**config.mk**
```make
export PLATFORM = sky130hd
export DESIGN_NAME = usc_upstream_ctrl
export DESIGN_NICKNAME = d
export VERILOG_FILES = /design/src/verilog/usc_pkg.sv /design/src/verilog/usc_upstream_ctrl.sv
export SDC_FILE = /design/constraint.sdc
export NUM_CORES = 1
export LEC_CHECK = 0
export BUFFER_PORTS_ARGS = -buffer_cell sky130_fd_sc_hd__buf_2
export CORE_MARGIN = 2
export CORE_UTILIZATION = 44
export DETAILED_ROUTE_END_ITERATION = 10
export PLACE_DENSITY_LB_ADDON = 0.25
export SLEW_MARGIN = 5
export SYNTH_ARGS = -nofsm -noshare
export SYNTH_HDL_FRONTEND = slang
export SYNTH_SLANG_ARGS = --single-unit
```
**constraint.sdc**
```tcl
create_clock -name core_clk -period 2.4 [get_ports core_clk]
set_input_delay 0 -clock core_clk [delete_from_list [all_inputs] [get_ports core_clk]]
set_output_delay 0 -clock core_clk [all_outputs]
set_load 0.02 [all_outputs]
```
**src/verilog/usc_pkg.sv**
```systemverilog
package usc_pkg;

    // ------------------------------------------------------------------
    // Register map and field layout
    // ------------------------------------------------------------------
    localparam logic [7:0] USC_OFF_DEV_ADDR_A  = 8'h10;
    localparam logic [7:0] USC_OFF_EP0_MODE_A  = 8'h12;
    localparam logic [7:0] USC_OFF_STAT_CTRL   = 8'h1F;
    localparam logic [7:0] USC_OFF_DEV_ADDR_B  = 8'h40;
    localparam logic [7:0] USC_OFF_EP0_MODE_B  = 8'h42;
    localparam logic [7:0] USC_REG_RST         = 8'h00;

    localparam int USC_SC_EP_SIZE  = 7;
    localparam int USC_SC_EP_MODE  = 6;
    localparam int USC_SC_DP_LEVEL = 5;
    localparam int USC_SC_DM_LEVEL = 4;
    localparam int USC_SC_BUS_ACT  = 3;
    localparam int USC_DA_ENABLE   = 7;
    localparam int USC_E0_SETUP    = 7;
    localparam int USC_E0_IN       = 6;
    localparam int USC_E0_OUT      = 5;
    localparam int USC_E0_ACK      = 4;

    // Drive override codes
    localparam logic [2:0] USC_OVR_SIE     = 3'h0;
    localparam logic [2:0] USC_OVR_J       = 3'h1;
    localparam logic [2:0] USC_OVR_K       = 3'h2;
    localparam logic [2:0] USC_OVR_SE0     = 3'h3;
    localparam logic [2:0] USC_OVR_LOW     = 3'h4;
    localparam logic [2:0] USC_OVR_DPZ     = 3'h5;
    localparam logic [2:0] USC_OVR_DMZ     = 3'h6;
    localparam logic [2:0] USC_OVR_FLOAT   = 3'h7;

    // ------------------------------------------------------------------
    // Endpoint buffer slots in shared RAM
    // ------------------------------------------------------------------
    localparam logic [7:0] USC_SLOT_A8 = 8'hA8;
    localparam logic [7:0] USC_SLOT_B0 = 8'hB0;
    localparam logic [7:0] USC_SLOT_B8 = 8'hB8;
    localparam logic [7:0] USC_SLOT_C0 = 8'hC0;
    localparam logic [7:0] USC_SLOT_D8 = 8'hD8;
    localparam logic [7:0] USC_SLOT_E0 = 8'hE0;
    localparam logic [7:0] USC_SLOT_E8 = 8'hE8;
    localparam logic [7:0] USC_SLOT_F0 = 8'hF0;
    localparam logic [7:0] USC_SLOT_F8 = 8'hF8;
    localparam logic [5:0] USC_BUF_SMALL = 6'h08;
    localparam logic [5:0] USC_BUF_LARGE = 6'h20;
    localparam int         USC_NPIPE     = 7;

    // CPU stall per byte that the engine writes into a buffer
    localparam logic [3:0] USC_STALL_PER_BYTE = 4'h3;
    localparam logic [3:0] USC_STALL_MAX      = 4'hF;

    // ------------------------------------------------------------------
    // Carriers
    // ------------------------------------------------------------------
    typedef struct packed {
        logic       valid;
        logic [6:0] addr;
    } usc_token_t;

    typedef struct packed {
        logic valid;
        logic devB;
        logic setup;
        logic inTok;
        logic outTok;
        logic ack;
    } usc_flag_evt_t;

    typedef struct packed {
        logic [7:0] base;
        logic [5:0] size;
        logic       used;
        logic       bidir;
    } usc_pipe_t;

    typedef usc_pipe_t [USC_NPIPE-1:0] usc_pipe_map_t;

    typedef struct packed {
        logic dpOut;
        logic dpOe;
        logic dmOut;
        logic dmOe;
    } usc_drive_t;

    typedef struct packed {
        logic [7:0]    statCtrl;
        logic [7:0]    devAddrA;
        logic [7:0]    devAddrB;
        logic [7:0]    ep0ModeA;
        logic [7:0]    ep0ModeB;
        logic          lockA;
        logic          lockB;
        logic [1:0]    dpSync;
        logic [1:0]    dmSync;
        logic [7:0]    rdData;
        logic [3:0]    stallCnt;
        logic          eopReq;
        logic          acceptA;
        logic          acceptB;
        usc_drive_t    drive;
        usc_pipe_map_t pipes;
    } usc_state_t;

endpackage

```
**src/verilog/usc_upstream_ctrl.sv**
```systemverilog
`timescale 1ns/1ns
module usc_upstream_ctrl
    import usc_pkg::*;
(
    // Clock and reset
    input  wire logic          core_clk,
    input  wire logic          rst,
    // Register port
    input  wire logic [7:0]    regAddr,
    input  wire logic [7:0]    regWrData,
    input  wire logic          regWr,
    input  wire logic          regRd,
    output      logic [7:0]    regRdData,
    // Upstream pins
    input  wire logic          dpIn,
    input  wire logic          dmIn,
    output      logic          dpOut,
    output      logic          dpOe,
    output      logic          dmOut,
    output      logic          dmOe,
    // Serial engine side
    input  wire usc_drive_t    sieDrive,
    input  wire logic          sieBusEvt,
    input  wire usc_token_t    sieToken,
    input  wire usc_flag_evt_t sieFlagEvt,
    input  wire logic          sieFifoWr,
    input  wire logic          sieEof1,
    output      logic          tokAcceptA,
    output      logic          tokAcceptB,
    output      logic          hubEopReq,
    // CPU and buffer map
    output      logic          cpuStall,
    output      usc_pipe_map_t pipeMap
);

    // ------------------------------------------------------------------
    // State
    // ------------------------------------------------------------------
    localparam usc_state_t USC_STATE_RST = '0;

    usc_state_t st_r;
    usc_state_t st_nxt;

    // ------------------------------------------------------------------
    // Helpers
    // ------------------------------------------------------------------
    // One pipe entry
    function automatic usc_pipe_t mkPipe(input logic [7:0] base,
                                         input logic [5:0] size,
                                         input logic       bidir);
        usc_pipe_t p;
        p.base  = base;
        p.size  = size;
        p.used  = 1'b1;
        p.bidir = bidir;
        return p;
    endfunction

    // Buffer map per size/mode selection; index 0..4 first address, 5..6
    // second address. Only pipe zero of each address is bidirectional.
    function automatic usc_pipe_map_t mkMap(input logic szSel,
                                            input logic modeSel);
        usc_pipe_map_t m;
        m = '0;
        case ({szSel, modeSel})
            2'b00: begin
                m[0] = mkPipe(USC_SLOT_F8, USC_BUF_SMALL, 1'b1);
                m[1] = mkPipe(USC_SLOT_F0, USC_BUF_SMALL, 1'b0);
                m[2] = mkPipe(USC_SLOT_E8, USC_BUF_SMALL, 1'b0);
                m[5] = mkPipe(USC_SLOT_E0, USC_BUF_SMALL, 1'b1);
                m[6] = mkPipe(USC_SLOT_D8, USC_BUF_SMALL, 1'b0);
            end
            2'b10: begin
                m[5] = mkPipe(USC_SLOT_A8, USC_BUF_SMALL, 1'b1);
                m[6] = mkPipe(USC_SLOT_B0, USC_BUF_SMALL, 1'b0);
                m[0] = mkPipe(USC_SLOT_B8, USC_BUF_SMALL, 1'b1);
                m[1] = mkPipe(USC_SLOT_C0, USC_BUF_LARGE, 1'b0);
                m[2] = mkPipe(USC_SLOT_E0, USC_BUF_LARGE, 1'b0);
            end
            2'b01: begin
                m[0] = mkPipe(USC_SLOT_F8, USC_BUF_SMALL, 1'b1);
                m[1] = mkPipe(USC_SLOT_F0, USC_BUF_SMALL, 1'b0);
                m[2] = mkPipe(USC_SLOT_E8, USC_BUF_SMALL, 1'b0);
                m[3] = mkPipe(USC_SLOT_E0, USC_BUF_SMALL, 1'b0);
                m[4] = mkPipe(USC_SLOT_D8, USC_BUF_SMALL, 1'b0);
            end
            2'b11: begin
                m[3] = mkPipe(USC_SLOT_A8, USC_BUF_SMALL, 1'b0);
                m[4] = mkPipe(USC_SLOT_B0, USC_BUF_SMALL, 1'b0);
                m[0] = mkPipe(USC_SLOT_B8, USC_BUF_SMALL, 1'b1);
                m[1] = mkPipe(USC_SLOT_C0, USC_BUF_LARGE, 1'b0);
                m[2] = mkPipe(USC_SLOT_E0, USC_BUF_LARGE, 1'b0);
            end
            default: m = '0;
        endcase
        return m;
    endfunction

    // Zero-mode register update. The engine's set beats a CPU clear in
    // the same cycle; a locked register ignores CPU writes to bits 6..0.
    function automatic logic [7:0] ep0Next(input logic [7:0] cur,
                                           input logic       locked,
                                           input logic       wr,
                                           input logic [7:0] wd,
                                           input logic       evt,
                                           input usc_flag_evt_t f);
        logic [7:0] n;
        n = cur;
        if (wr) begin
            n[USC_E0_SETUP] = 1'b0;
            if (!locked) begin
                n[6:0] = wd[6:0];
            end
        end
        if (evt) begin
            if (f.setup) n[USC_E0_SETUP] = 1'b1;
            if (f.inTok) n[USC_E0_IN]    = 1'b1;
            if (f.outTok) n[USC_E0_OUT]  = 1'b1;
            if (f.ack) n[USC_E0_ACK]     = 1'b1;
        end
        return n;
    endfunction

    // ------------------------------------------------------------------
    // Decode
    // ------------------------------------------------------------------
    logic       wrStat;
    logic       wrDevA;
    logic       wrDevB;
    logic       wrE0A;
    logic       wrE0B;
    logic       rdE0A;
    logic       rdE0B;
    logic       oneAddr;
    logic       evtA;
    logic       evtB;
    logic [2:0] ovrCode;
    logic [7:0] statView;

    // Register strobes and engine flag routing
    always_comb begin
        wrStat  = regWr && (regAddr == USC_OFF_STAT_CTRL);
        wrDevA  = regWr && (regAddr == USC_OFF_DEV_ADDR_A);
        wrDevB  = regWr && (regAddr == USC_OFF_DEV_ADDR_B);
        wrE0A   = regWr && (regAddr == USC_OFF_EP0_MODE_A);
        wrE0B   = regWr && (regAddr == USC_OFF_EP0_MODE_B);
        rdE0A   = regRd && (regAddr == USC_OFF_EP0_MODE_A);
        rdE0B   = regRd && (regAddr == USC_OFF_EP0_MODE_B);
        oneAddr = st_r.statCtrl[USC_SC_EP_MODE];
        // In single-address mode 0x42 is not a control pipe register
        evtA    = sieFlagEvt.valid && !sieFlagEvt.devB;
        evtB    = sieFlagEvt.valid && sieFlagEvt.devB && !oneAddr;
        ovrCode = st_r.statCtrl[2:0];
        // Live levels replace the stored bits on read
        statView = st_r.statCtrl;
        statView[USC_SC_DP_LEVEL] = st_r.dpSync[1];
        statView[USC_SC_DM_LEVEL] = st_r.dmSync[1];
    end

    // ------------------------------------------------------------------
    // Next state
    // ------------------------------------------------------------------
    always_comb begin
        st_nxt = st_r;

        // Pin synchronisers
        st_nxt.dpSync = {st_r.dpSync[0], dpIn};
        st_nxt.dmSync = {st_r.dmSync[0], dmIn};

        // Status and control; level bits are never stored
        if (wrStat) begin
            st_nxt.statCtrl[7:6] = regWrData[7:6];
            st_nxt.statCtrl[2:0] = regWrData[2:0];
            if (!regWrData[USC_SC_BUS_ACT]) begin
                st_nxt.statCtrl[USC_SC_BUS_ACT] = 1'b0;
            end
        end
        st_nxt.statCtrl[5:4] = 2'b00;
        // Engine set wins over a clearing write
        if (sieBusEvt) begin
            st_nxt.statCtrl[USC_SC_BUS_ACT] = 1'b1;
        end

        // Device addresses
        if (wrDevA) st_nxt.devAddrA = regWrData;
        if (wrDevB) st_nxt.devAddrB = regWrData;

        // Zero-mode registers and their write locks
        st_nxt.ep0ModeA = ep0Next(st_r.ep0ModeA, st_r.lockA, wrE0A,
                                  regWrData, evtA, sieFlagEvt);
        st_nxt.ep0ModeB = ep0Next(st_r.ep0ModeB, st_r.lockB && !oneAddr,
                                  wrE0B, regWrData, evtB, sieFlagEvt);
        if (rdE0A) st_nxt.lockA = 1'b0;
        if (evtA) st_nxt.lockA = 1'b1;
        if (rdE0B) st_nxt.lockB = 1'b0;
        if (evtB) st_nxt.lockB = 1'b1;

        // Token address match against enabled addresses
        st_nxt.acceptA = sieToken.valid && st_r.devAddrA[USC_DA_ENABLE]
                         && (sieToken.addr == st_r.devAddrA[6:0]);
        st_nxt.acceptB = sieToken.valid && st_r.devAddrB[USC_DA_ENABLE]
                         && !oneAddr
                         && (sieToken.addr == st_r.devAddrB[6:0]);

        // Read data, one cycle after the strobe; zero otherwise
        st_nxt.rdData = '0;
        if (regRd) begin
            case (regAddr)
                USC_OFF_STAT_CTRL:  st_nxt.rdData = statView;
                USC_OFF_DEV_ADDR_A: st_nxt.rdData = st_r.devAddrA;
                USC_OFF_DEV_ADDR_B: st_nxt.rdData = st_r.devAddrB;
                USC_OFF_EP0_MODE_A: st_nxt.rdData = st_r.ep0ModeA;
                USC_OFF_EP0_MODE_B: st_nxt.rdData = st_r.ep0ModeB;
                default:            st_nxt.rdData = '0;
            endcase
        end

        // Stall budget; saturates so a burst cannot wrap it
        if (st_r.stallCnt != '0) begin
            st_nxt.stallCnt = st_r.stallCnt - 4'h1;
        end
        if (sieFifoWr) begin
            if (st_nxt.stallCnt > USC_STALL_MAX - USC_STALL_PER_BYTE) begin
                st_nxt.stallCnt = USC_STALL_MAX;
            end else begin
                st_nxt.stallCnt = st_nxt.stallCnt + USC_STALL_PER_BYTE;
            end
        end

        // End-of-packet request at the frame's EOF1 point
        st_nxt.eopReq = sieEof1;

        // Upstream drive, registered from the next override value so a
        // write takes the pins at the following edge
        case (st_nxt.statCtrl[2:0])
            USC_OVR_SIE:   st_nxt.drive = sieDrive;
            USC_OVR_J:     st_nxt.drive = 4'b1101;
            USC_OVR_K:     st_nxt.drive = 4'b0111;
            USC_OVR_SE0:   st_nxt.drive = 4'b0101;
            USC_OVR_LOW:   st_nxt.drive = 4'b0101;
            USC_OVR_DPZ:   st_nxt.drive = 4'b0001;
            USC_OVR_DMZ:   st_nxt.drive = 4'b0100;
            USC_OVR_FLOAT: st_nxt.drive = 4'b0000;
            default:       st_nxt.drive = 4'b0000;
        endcase

        // Buffer map follows the size and mode bits
        st_nxt.pipes = mkMap(st_nxt.statCtrl[USC_SC_EP_SIZE],
                             st_nxt.statCtrl[USC_SC_EP_MODE]);
    end

    // ------------------------------------------------------------------
    // Registers
    // ------------------------------------------------------------------
    // Reset clears addresses, modes and status
    always_ff @(posedge core_clk) begin
        if (rst) begin
            st_r <= USC_STATE_RST;
        end else begin
            st_r <= st_nxt;
        end
    end

    // Outputs
    assign regRdData  = st_r.rdData;
    assign dpOut      = st_r.drive.dpOut;
    assign dpOe       = st_r.drive.dpOe;
    assign dmOut      = st_r.drive.dmOut;
    assign dmOe       = st_r.drive.dmOe;
    assign tokAcceptA = st_r.acceptA;
    assign tokAcceptB = st_r.acceptB;
    assign hubEopReq  = st_r.eopReq;
    assign cpuStall   = (st_r.stallCnt != '0);
    assign pipeMap    = st_r.pipes;
endmodule

```
==> results of run 1 <==
==> critical path: stages (launching register included) <==
cell	delay (ps)
dfxtp_1	340
inv_1	140
ha_1	220
or3b_2	550
xnor2_2	220
inv_1	70
ha_1	270
and2_1	140
a221oi_1	260
==> metal layers <==
| metal | vias to the layer above | share of wire | global-route usage |
|---|---|---|---|
| met2 | 111 | 0.47 | 0.271 |
| met1 | 1453 | 0.47 | 0.231 |
| li1 | 1543 | - | - |
| met3 | 10 | 0.047 | 0.0246 |
| met5 | - | 0 | 0 |
| met4 | 0 | 0.012 | 0.0615 |
==> power groups by stage <==
stage          clock network, mW  logic [mW]  registers [mW]
2_1_floorplan                  0       0.651            1.29
3_3_place_gp                   0       0.695            1.29
3_5_place_dp                   0       0.740            1.29
4_1_cts                    0.839       0.765            1.27
5_1_grt                    0.882       0.872            1.27
6_report                   0.814       0.799            1.27
==> cell type report <==
type	count	area, um2	area share
inverters	14	52.6	0.0115
clock buffers	9	124	0.0271
flip-flops and latches	71	1420	0.311
clock inverters	7	40.0	0.00876
multi-input cells	306	2010	0.440
well taps	129	161	0.0353
repair buffers	131	763	0.167
==> flip-flops by register name, indices dropped and copies added (netlist names) <==
signal,cells
dmOe,1
dmOut,1
dpOe,1
dpOut,1
hubEopReq,1
oneAddr,1
ovrCode,3
pipeMap,8
regRdData,8
st_nxt,2
st_r,42
tokAcceptA,1
tokAcceptB,1
==> Yosys cell counts (9+ instances only) <==
library cell / instances / share of area
dfxtp_1: 71 / 0.34
a21oi_1: 23 / 0.027
xnor2_1: 11 / 0.023
inv_1: 14 / 0.012
clkbuf_1: 9 / 0.0080
nor2b_1: 11 / 0.016
nand2_1: 20 / 0.018
nor2_1: 34 / 0.030
mux2i_1: 34 / 0.080
buf_4: 123 / 0.22
nand3_1: 14 / 0.017
==> per-stage QoR <==
stage	instance area [um2]	util	hold WS, ps	instances
floorplan	4470	-	101	530
global placement	4210	0.454	209	632
detailed placement	4210	0.454	217	632
CTS	4560	0.492	2.19	667
global route	4570	0.492	15.6	667
finish	4570	0.492	16.4	667
==> logic make-up after synthesis <==
logic type,share of synthesized area
buffers and inverters,0.247
DFF,0.335
and+or+nand+nor,0.162
other,0.000885
AOI/OAI and AO/OA,0.123
muxes,0.0883
adders and majority gates,0.0118
xor gates and xnor gates,0.0310
==> worst paths after layout <==
check | start | endpoint | cells past startpoint
worst max-delay path | st_r[119]$_SDFF_PP0_ | st_r[120]$_SDFF_PP0_ | 8
worst min-delay path | sieFlagEvt[4] | st_r[151]$_SDFF_PP0_ | 4
worst max register to register | st_r[119]$_SDFF_PP0_ | st_r[120]$_SDFF_PP0_ | 8
worst min register to register | st_nxt[134]$_SDFF_PP0_ | st_r[134]$_SDFF_PP0_ | 1
==> timing repair <==
item                                    CTS  global route
gates resized for setup                   0             2
hold buffers                             19             0
endpoints found under the hold margin    32             0
endpoints found under the setup margin    0             1
==> run metrics, run 1 <==
Final Hold Vio Count 0; Synth Register Bits ~70; sequential area share after synthesis 0.335; Area growth, synth to finish 7.85%; Tightest Pin Transition 732 ps; Die ar. 10400 um2; Hold Crit Class input pin to flop; Pint 1.90 mW; P_sw 0.982 mW; Die W around 100 um; vias per cell 4.67; EDFF count, synth 0; GP Congestion 0.895; status finished, final reports clean; Final Power 2.88 mW; type of origin of the critical path flop; critical path required time 2650 ps; diode count 0; FILL cells 892; fin crit period 2310 ps; Sw Ratio 0.341; total number of H-tree levels 3; routed length per instance between 10 and 15 um; CP arrival 2560 ps; Pwr Density 630 nW/um2; nets 580; Root Driver clkbuf_8; Max Transition Viols Final 0; post-CTS setup buffers 0; cells after synthesis 468; asr flop ratio synth 0; DRC Markers 0; final WL 9200 um; Max Cap Violations 0; synthesized area per cell ~9.1 um2; kind of critical path flop to flop; Starting Density 0.457; commonest non-fill, non-tap cell in the layout buf_2; synth warn 0; Seq pwr share 0.440; Buffers on Ports 107; Comb power frac 0.277; clock slew at reported path FFs 80 ps; CTS tree done; Worst-Skew Late Latency 340 ps; via count 3117; pin count of the biggest net entering global routing 37; Synth Flop Type dfxtp_1; initial drt markers between 100 and 150; share of cells above drive strength 1 0.288; GRT Util Overall 0.169; grt ovf 0; leakage 2.23 nW; VDD IR max approximately 0.32 mV; crit end category flop; CTS max path bufs 2; # clock sinks 71; Clock power frac 0.283; DR pass1 iterations 4; TritonCTS Buffers 9; pre-CTS setup slack 134 ps; critical path fanouts, max 5; core box area around 9300 um2; final setup violation count 0; most frequent cells in the layout buf_2, dfxtp_1, conb_1, mux2i_1, nor2_1; first-pass GRT wire length 13500 um; worst rel slew slack 0.512; Site Rows 35; mapped cell area around 4200 um2; vias in the first global route between 2k and 3k; worst setup margin 86.8 ps; num ports roughly 170; post-synth cell types 54; Die Ht 102 um; Final HPWL DP ~6700 um; Routed Antenna Nets 0; initial antenna violation count 0; maximum clock rate around 430 MHz; Clock Skews 9.99 ps; setup TNS 0 ps; Worst R2R Setup Slack 90 ps; Final period util 0.964
No activity file was read; power rests on OpenSTA's default activity.
==> run 2: changes to the inputs <==
- GPL_TIMING_DRIVEN: unset -> 0
==> run metrics, run 2 (synthesis gave the netlist of run 1 again) <==
num ports 171; share of cells above drive strength 1 0.413; vias in the first global route 3110; critical path fanouts, max 5; maximum clock rate 476 MHz; Worst R2R Setup Slack 300 ps; vias per cell 4.52; Worst Reg2Reg Path Length in Cells 7; Inst Count DP 764; Final period util 0.875; Top reg by flops st_r; critical path required time 2650 ps; Sequential Area 1420 um2; GRT Util Overall 0.194; # clock sinks between 70 and 80; Reg2Reg Capture Point st_r[120]$_SDFF_PP0_; diode count 0; WHS Endpoint tokAcceptB$_SDFF_PP0_; final worst hold slack between 10 and 15 ps; Worst Hold Launch sieToken[4]; leakage 2.89 nW; max reg flops 42; Final Power ~3.1 mW; core box area 9280 um2; worst rel slew slack 0.447; total number of H-tree levels 3; Starting Density 0.457; Site Rows 35; CP arrival 2350 ps; grt ovf 0; post-CTS setup buffers 0; Area growth, synth to finish 30.5%; Max Transition Viols Final 0; Clock Skews 7.43 ps; GP Congestion 0.938; kind of critical path flop to flop; Final Hold Vio Count 0; RSZ-0062 raised after global routing false; final setup violation count 0; pre-CTS setup slack 97.7 ps; setup TNS 0 ps; DP Area 5160 um2; Max Cap Violations 0; initial antenna violation count 0; status finished, final reports clean; Layout Utilization 0.596; clock slew at reported path FFs roughly 80 ps; CTS tree done; Hold Crit Depth 3; DR pass1 iterations 4; crit end category flop; Final Non-Filler Cells around 800; VDD IR max between 0.3 and 0.4 mV; design area around 5500 um2; Worst-Skew Late Latency 340 ps; final WL 10400 um; most frequent cells in the layout buf_4, buf_2, dfxtp_1, conb_1; routed length per instance approximately 13 um; Hold Crit Class input pin to flop; TritonCTS Buffers 9; Die ar. between 10000 and 15000 um2; Die Ht ~100 um; type of origin of the critical path flop; via count 3603; initial drt markers 154; Reg-to-Reg Start st_r[119]$_SDFF_PP0_; Buffers on Ports 105; nets a little over 700; CTS max path bufs 2; commonest non-fill, non-tap cell in the layout buf_4; pin count of the biggest net entering global routing 15; FILL cells roughly 880; multi-input logic area about 2000 um2; Tightest Pin Transition roughly 830 ps; fin crit period 2100 ps; Die W 102 um; worst setup margin 301 ps; Root Driver clkbuf_8; Pwr Density 559 nW/um2; DRC Markers 0; first-pass GRT wire length 15600 um; Final HPWL DP 8100 um; Routed Antenna Nets 0
[run 2: cell count changes in the layout (fill, tap and decap cells not counted), sizes merged]
cell,change
buf,+123
bufinv,+1
clkbuf,+8
clkinv,+1
clkinvlp,-2
dlygate4sd3,-1
[run 2: worst max-delay path by stage]
stage | from | endpoint | cells after the start
detailed placement | st_r[119]$_SDFF_PP0_ | st_r[120]$_SDFF_PP0_ | 10
floorplan | st_r[119]$_SDFF_PP0_ | st_r[120]$_SDFF_PP0_ | 9
CTS | st_r[119]$_SDFF_PP0_ | st_r[120]$_SDFF_PP0_ | 10
finish | st_r[119]$_SDFF_PP0_ | st_r[120]$_SDFF_PP0_ | 7
global placement | st_r[119]$_SDFF_PP0_ | st_r[120]$_SDFF_PP0_ | 10
global route | st_r[119]$_SDFF_PP0_ | st_r[120]$_SDFF_PP0_ | 9
[run 2: critical path: stages, from the launching register on]
cell,delay (ps)
dfxtp_1,340
inv_1,120
ha_1,210
or3b_4,440
o21ai_0,260
ha_1,270
and2_1,130
a221oi_1,240
[run 2: final cells by class]
cell class | instances | share of cell area
multi-input cells | 306 | 0.364
flip-flops and latches | 71 | 0.257
plain buffers | 138 | 0.179
repair buffers | 123 | 0.128
well taps | 129 | 0.0292
clock buffers | 9 | 0.0224
clock inverters | 7 | 0.0115
inverters | 14 | 0.00950
[run 2: report_power, final]
part / internal (mW) / switching, mW / leakage (nW)
registers: 1.23 / 0.0380 / 0.578
clock network: 0.473 / 0.451 / 0.103
logic: 0.407 / 0.495 / 2.21
[run 2: layer usage]
layer / part of all wire / global-route usage / vias to the layer above / routed length [um]
met4: 0.011 / 0.0636 / 0 / 110
met5: 0 / 0 / - / 0
li1: - / - / 1800 / -
met2: 0.48 / 0.332 / 148 / 5070
met1: 0.44 / 0.256 / 1647 / 4580
met3: 0.066 / 0.0226 / 8 / 694
[run 2: what timing repair did]
action                     CTS  global route
gates resized for setup      0             2
hold buffers                18             0
hold endpoints to repair    27             0
setup endpoints to repair    0             2
==> run 3: changes to the inputs <==
- BUFFER_PORTS_ARGS: -buffer_cell sky130_fd_sc_hd__buf_2 -> -buffer_cell sky130_fd_sc_hd__buf_4
- GPL_TIMING_DRIVEN: 0 -> unset
- PLACE_DENSITY: unset -> 0.8
- PLACE_DENSITY_LB_ADDON: 0.25 -> unset
==> run metrics, run 3 (synthesis gave the netlist of run 1 again) <==
pin count of the biggest net entering global routing 59; Max Cap Violations 0; RSZ-0062 raised after global routing false; diode count 0; post-CTS setup buffers 0; Starting Density 0.457; critical path fanouts, max 5; VDD IR max 0.311 mV; initial antenna violation count 0; Clock Skews 7.86 ps; via count 3187; Die ar. 10400 um2; FILL cells 858; vias per cell 4.74; Root Driver clkbuf_8; status finished, final reports clean; slowest stage delay, CP 440 ps; Die W 102 um; clock slew at reported path FFs 70 ps; slowest CP cell or3b_4; routed length per instance 13.8 um; GP Congestion between 0.8 and 0.9; Routed Antenna Nets 0; WHS Endpoint st_r[136]$_SDFFE_PP0P_; multi-input logic area 2010 um2; Hold Crit Class input pin to flop; max reg flops 42; core box area approximately 9300 um2; leakage 2.34 nW; TritonCTS Buffers 9; Reg-to-Reg Start st_r[119]$_SDFF_PP0_; Reg2Reg Capture Point st_r[120]$_SDFF_PP0_; crit end category flop; Worst Hold Launch regRd; Final HPWL DP 6700 um; maximum clock rate 454 MHz; final WL 9300 um; most frequent cells in the layout buf_4, dfxtp_1, conb_1, mux2i_1, nor2_1; DRC Markers 0; vias in the first global route 2947; Final period util 0.918; Top reg by flops st_r; Max Transition Viols Final 0; DR pass1 iterations 4; Area growth, synth to finish 16.9%; nets 587; share of cells above drive strength 1 0.276; commonest non-fill, non-tap cell in the layout buf_4; total number of H-tree levels 3; GRT Util Overall 0.174; Worst Reg2Reg Path Length in Cells 9; worst path cell trace inv_1, ha_1, or3b_4, nand2_1, o21ai_0, ha_1, inv_1, o211ai_1, a221oi_1; type of origin of the critical path flop; final setup violation count 0; Hold Crit Depth 4; CP arrival 2450 ps; critical path required time 2640 ps; Final Hold Vio Count 0; Die Ht 102 um; Buffers on Ports 107; Site Rows 35; setup TNS 0 ps; Pwr Density 622 nW/um2; num ports 171; CTS max path bufs 2; CTS tree done; initial drt markers around 140; Sequential Area 1420 um2; # clock sinks 71; first-pass GRT wire length roughly 14000 um; Worst-Skew Late Latency 340 ps; grt ovf 0; kind of critical path flop to flop; final worst hold slack 18.6 ps; worst rel slew slack 0.529; Tightest Pin Transition roughly 700 ps; Worst R2R Setup Slack just under 200 ps; fin crit period 2200 ps
## run 3: what timing repair did
item / 4_1_cts / 5_1_grt
endpoints found under the setup margin: 0 / 1
hold buffers: 29 / 0
gates resized for setup: 0 / 2
endpoints found under the hold margin: 47 / 0
## run 3: area by class of cell
cell class / instances / share of cell area
Multi-Input combinational cell: 306 / 0.406
Sequential cell: 71 / 0.287
Timing Repair Buffer: 138 / 0.224
Tap cell: 129 / 0.0326
Clock buffer: 12 / 0.0313
Inverter: 14 / 0.0106
Clock inverter: 3 / 0.00859
## run 3: how the worst max path moves through the flow
stage                     depth (start not counted)            startpoint              endpoint
after floorplan                                   9  st_r[119]$_SDFF_PP0_  st_r[120]$_SDFF_PP0_
after global placement                            8  st_r[119]$_SDFF_PP0_  st_r[120]$_SDFF_PP0_
after detailed placement                          9  st_r[120]$_SDFF_PP0_  st_r[120]$_SDFF_PP0_
after CTS                                         9  st_r[120]$_SDFF_PP0_  st_r[120]$_SDFF_PP0_
after global routing                              9  st_r[119]$_SDFF_PP0_  st_r[120]$_SDFF_PP0_
final                                             9  st_r[119]$_SDFF_PP0_  st_r[120]$_SDFF_PP0_
## run 3: metrics by stage
step	area, um2	instances	util	setup WS, ps	total power, mW
after floorplan	4470	530	-	175	1.94
after global placement	4460	629	0.480	296	2.01
after detailed placement	4460	629	0.480	166	2.07
after CTS	4940	673	0.532	141	3.06
after global routing	4950	673	0.534	28.0	3.24
final	4950	673	0.534	197	3.08
## run 3: per-layer routing
metal,GRT usage,wire length (um),up-vias
li1,-,-,1557
met1,0.220,3970,1493
met2,0.296,4570,121
met3,0.0226,545,16
met4,0.0810,210,0
met5,0,0,-
## run 3: worst max-delay path, delay by kind of cell, from the launching register on
family / cells / cell delay (ps)
and+or+nand+nor: 2 / 540
buffers and inverters: 2 / 190
adders and majority gates: 2 / 460
AOI/OAI and AO/OA: 3 / 580
DFF: 1 / 340
## run 3: power breakdown
| part | total [mW] | switching, mW | internal (mW) | leakage (nW) |
|---|---|---|---|---|
| Sequential | 1.27 | 0.0443 | 1.23 | 0.578 |
| Clock | 0.955 | 0.425 | 0.530 | 0.0985 |
| Combinational | 0.851 | 0.494 | 0.357 | 1.66 |
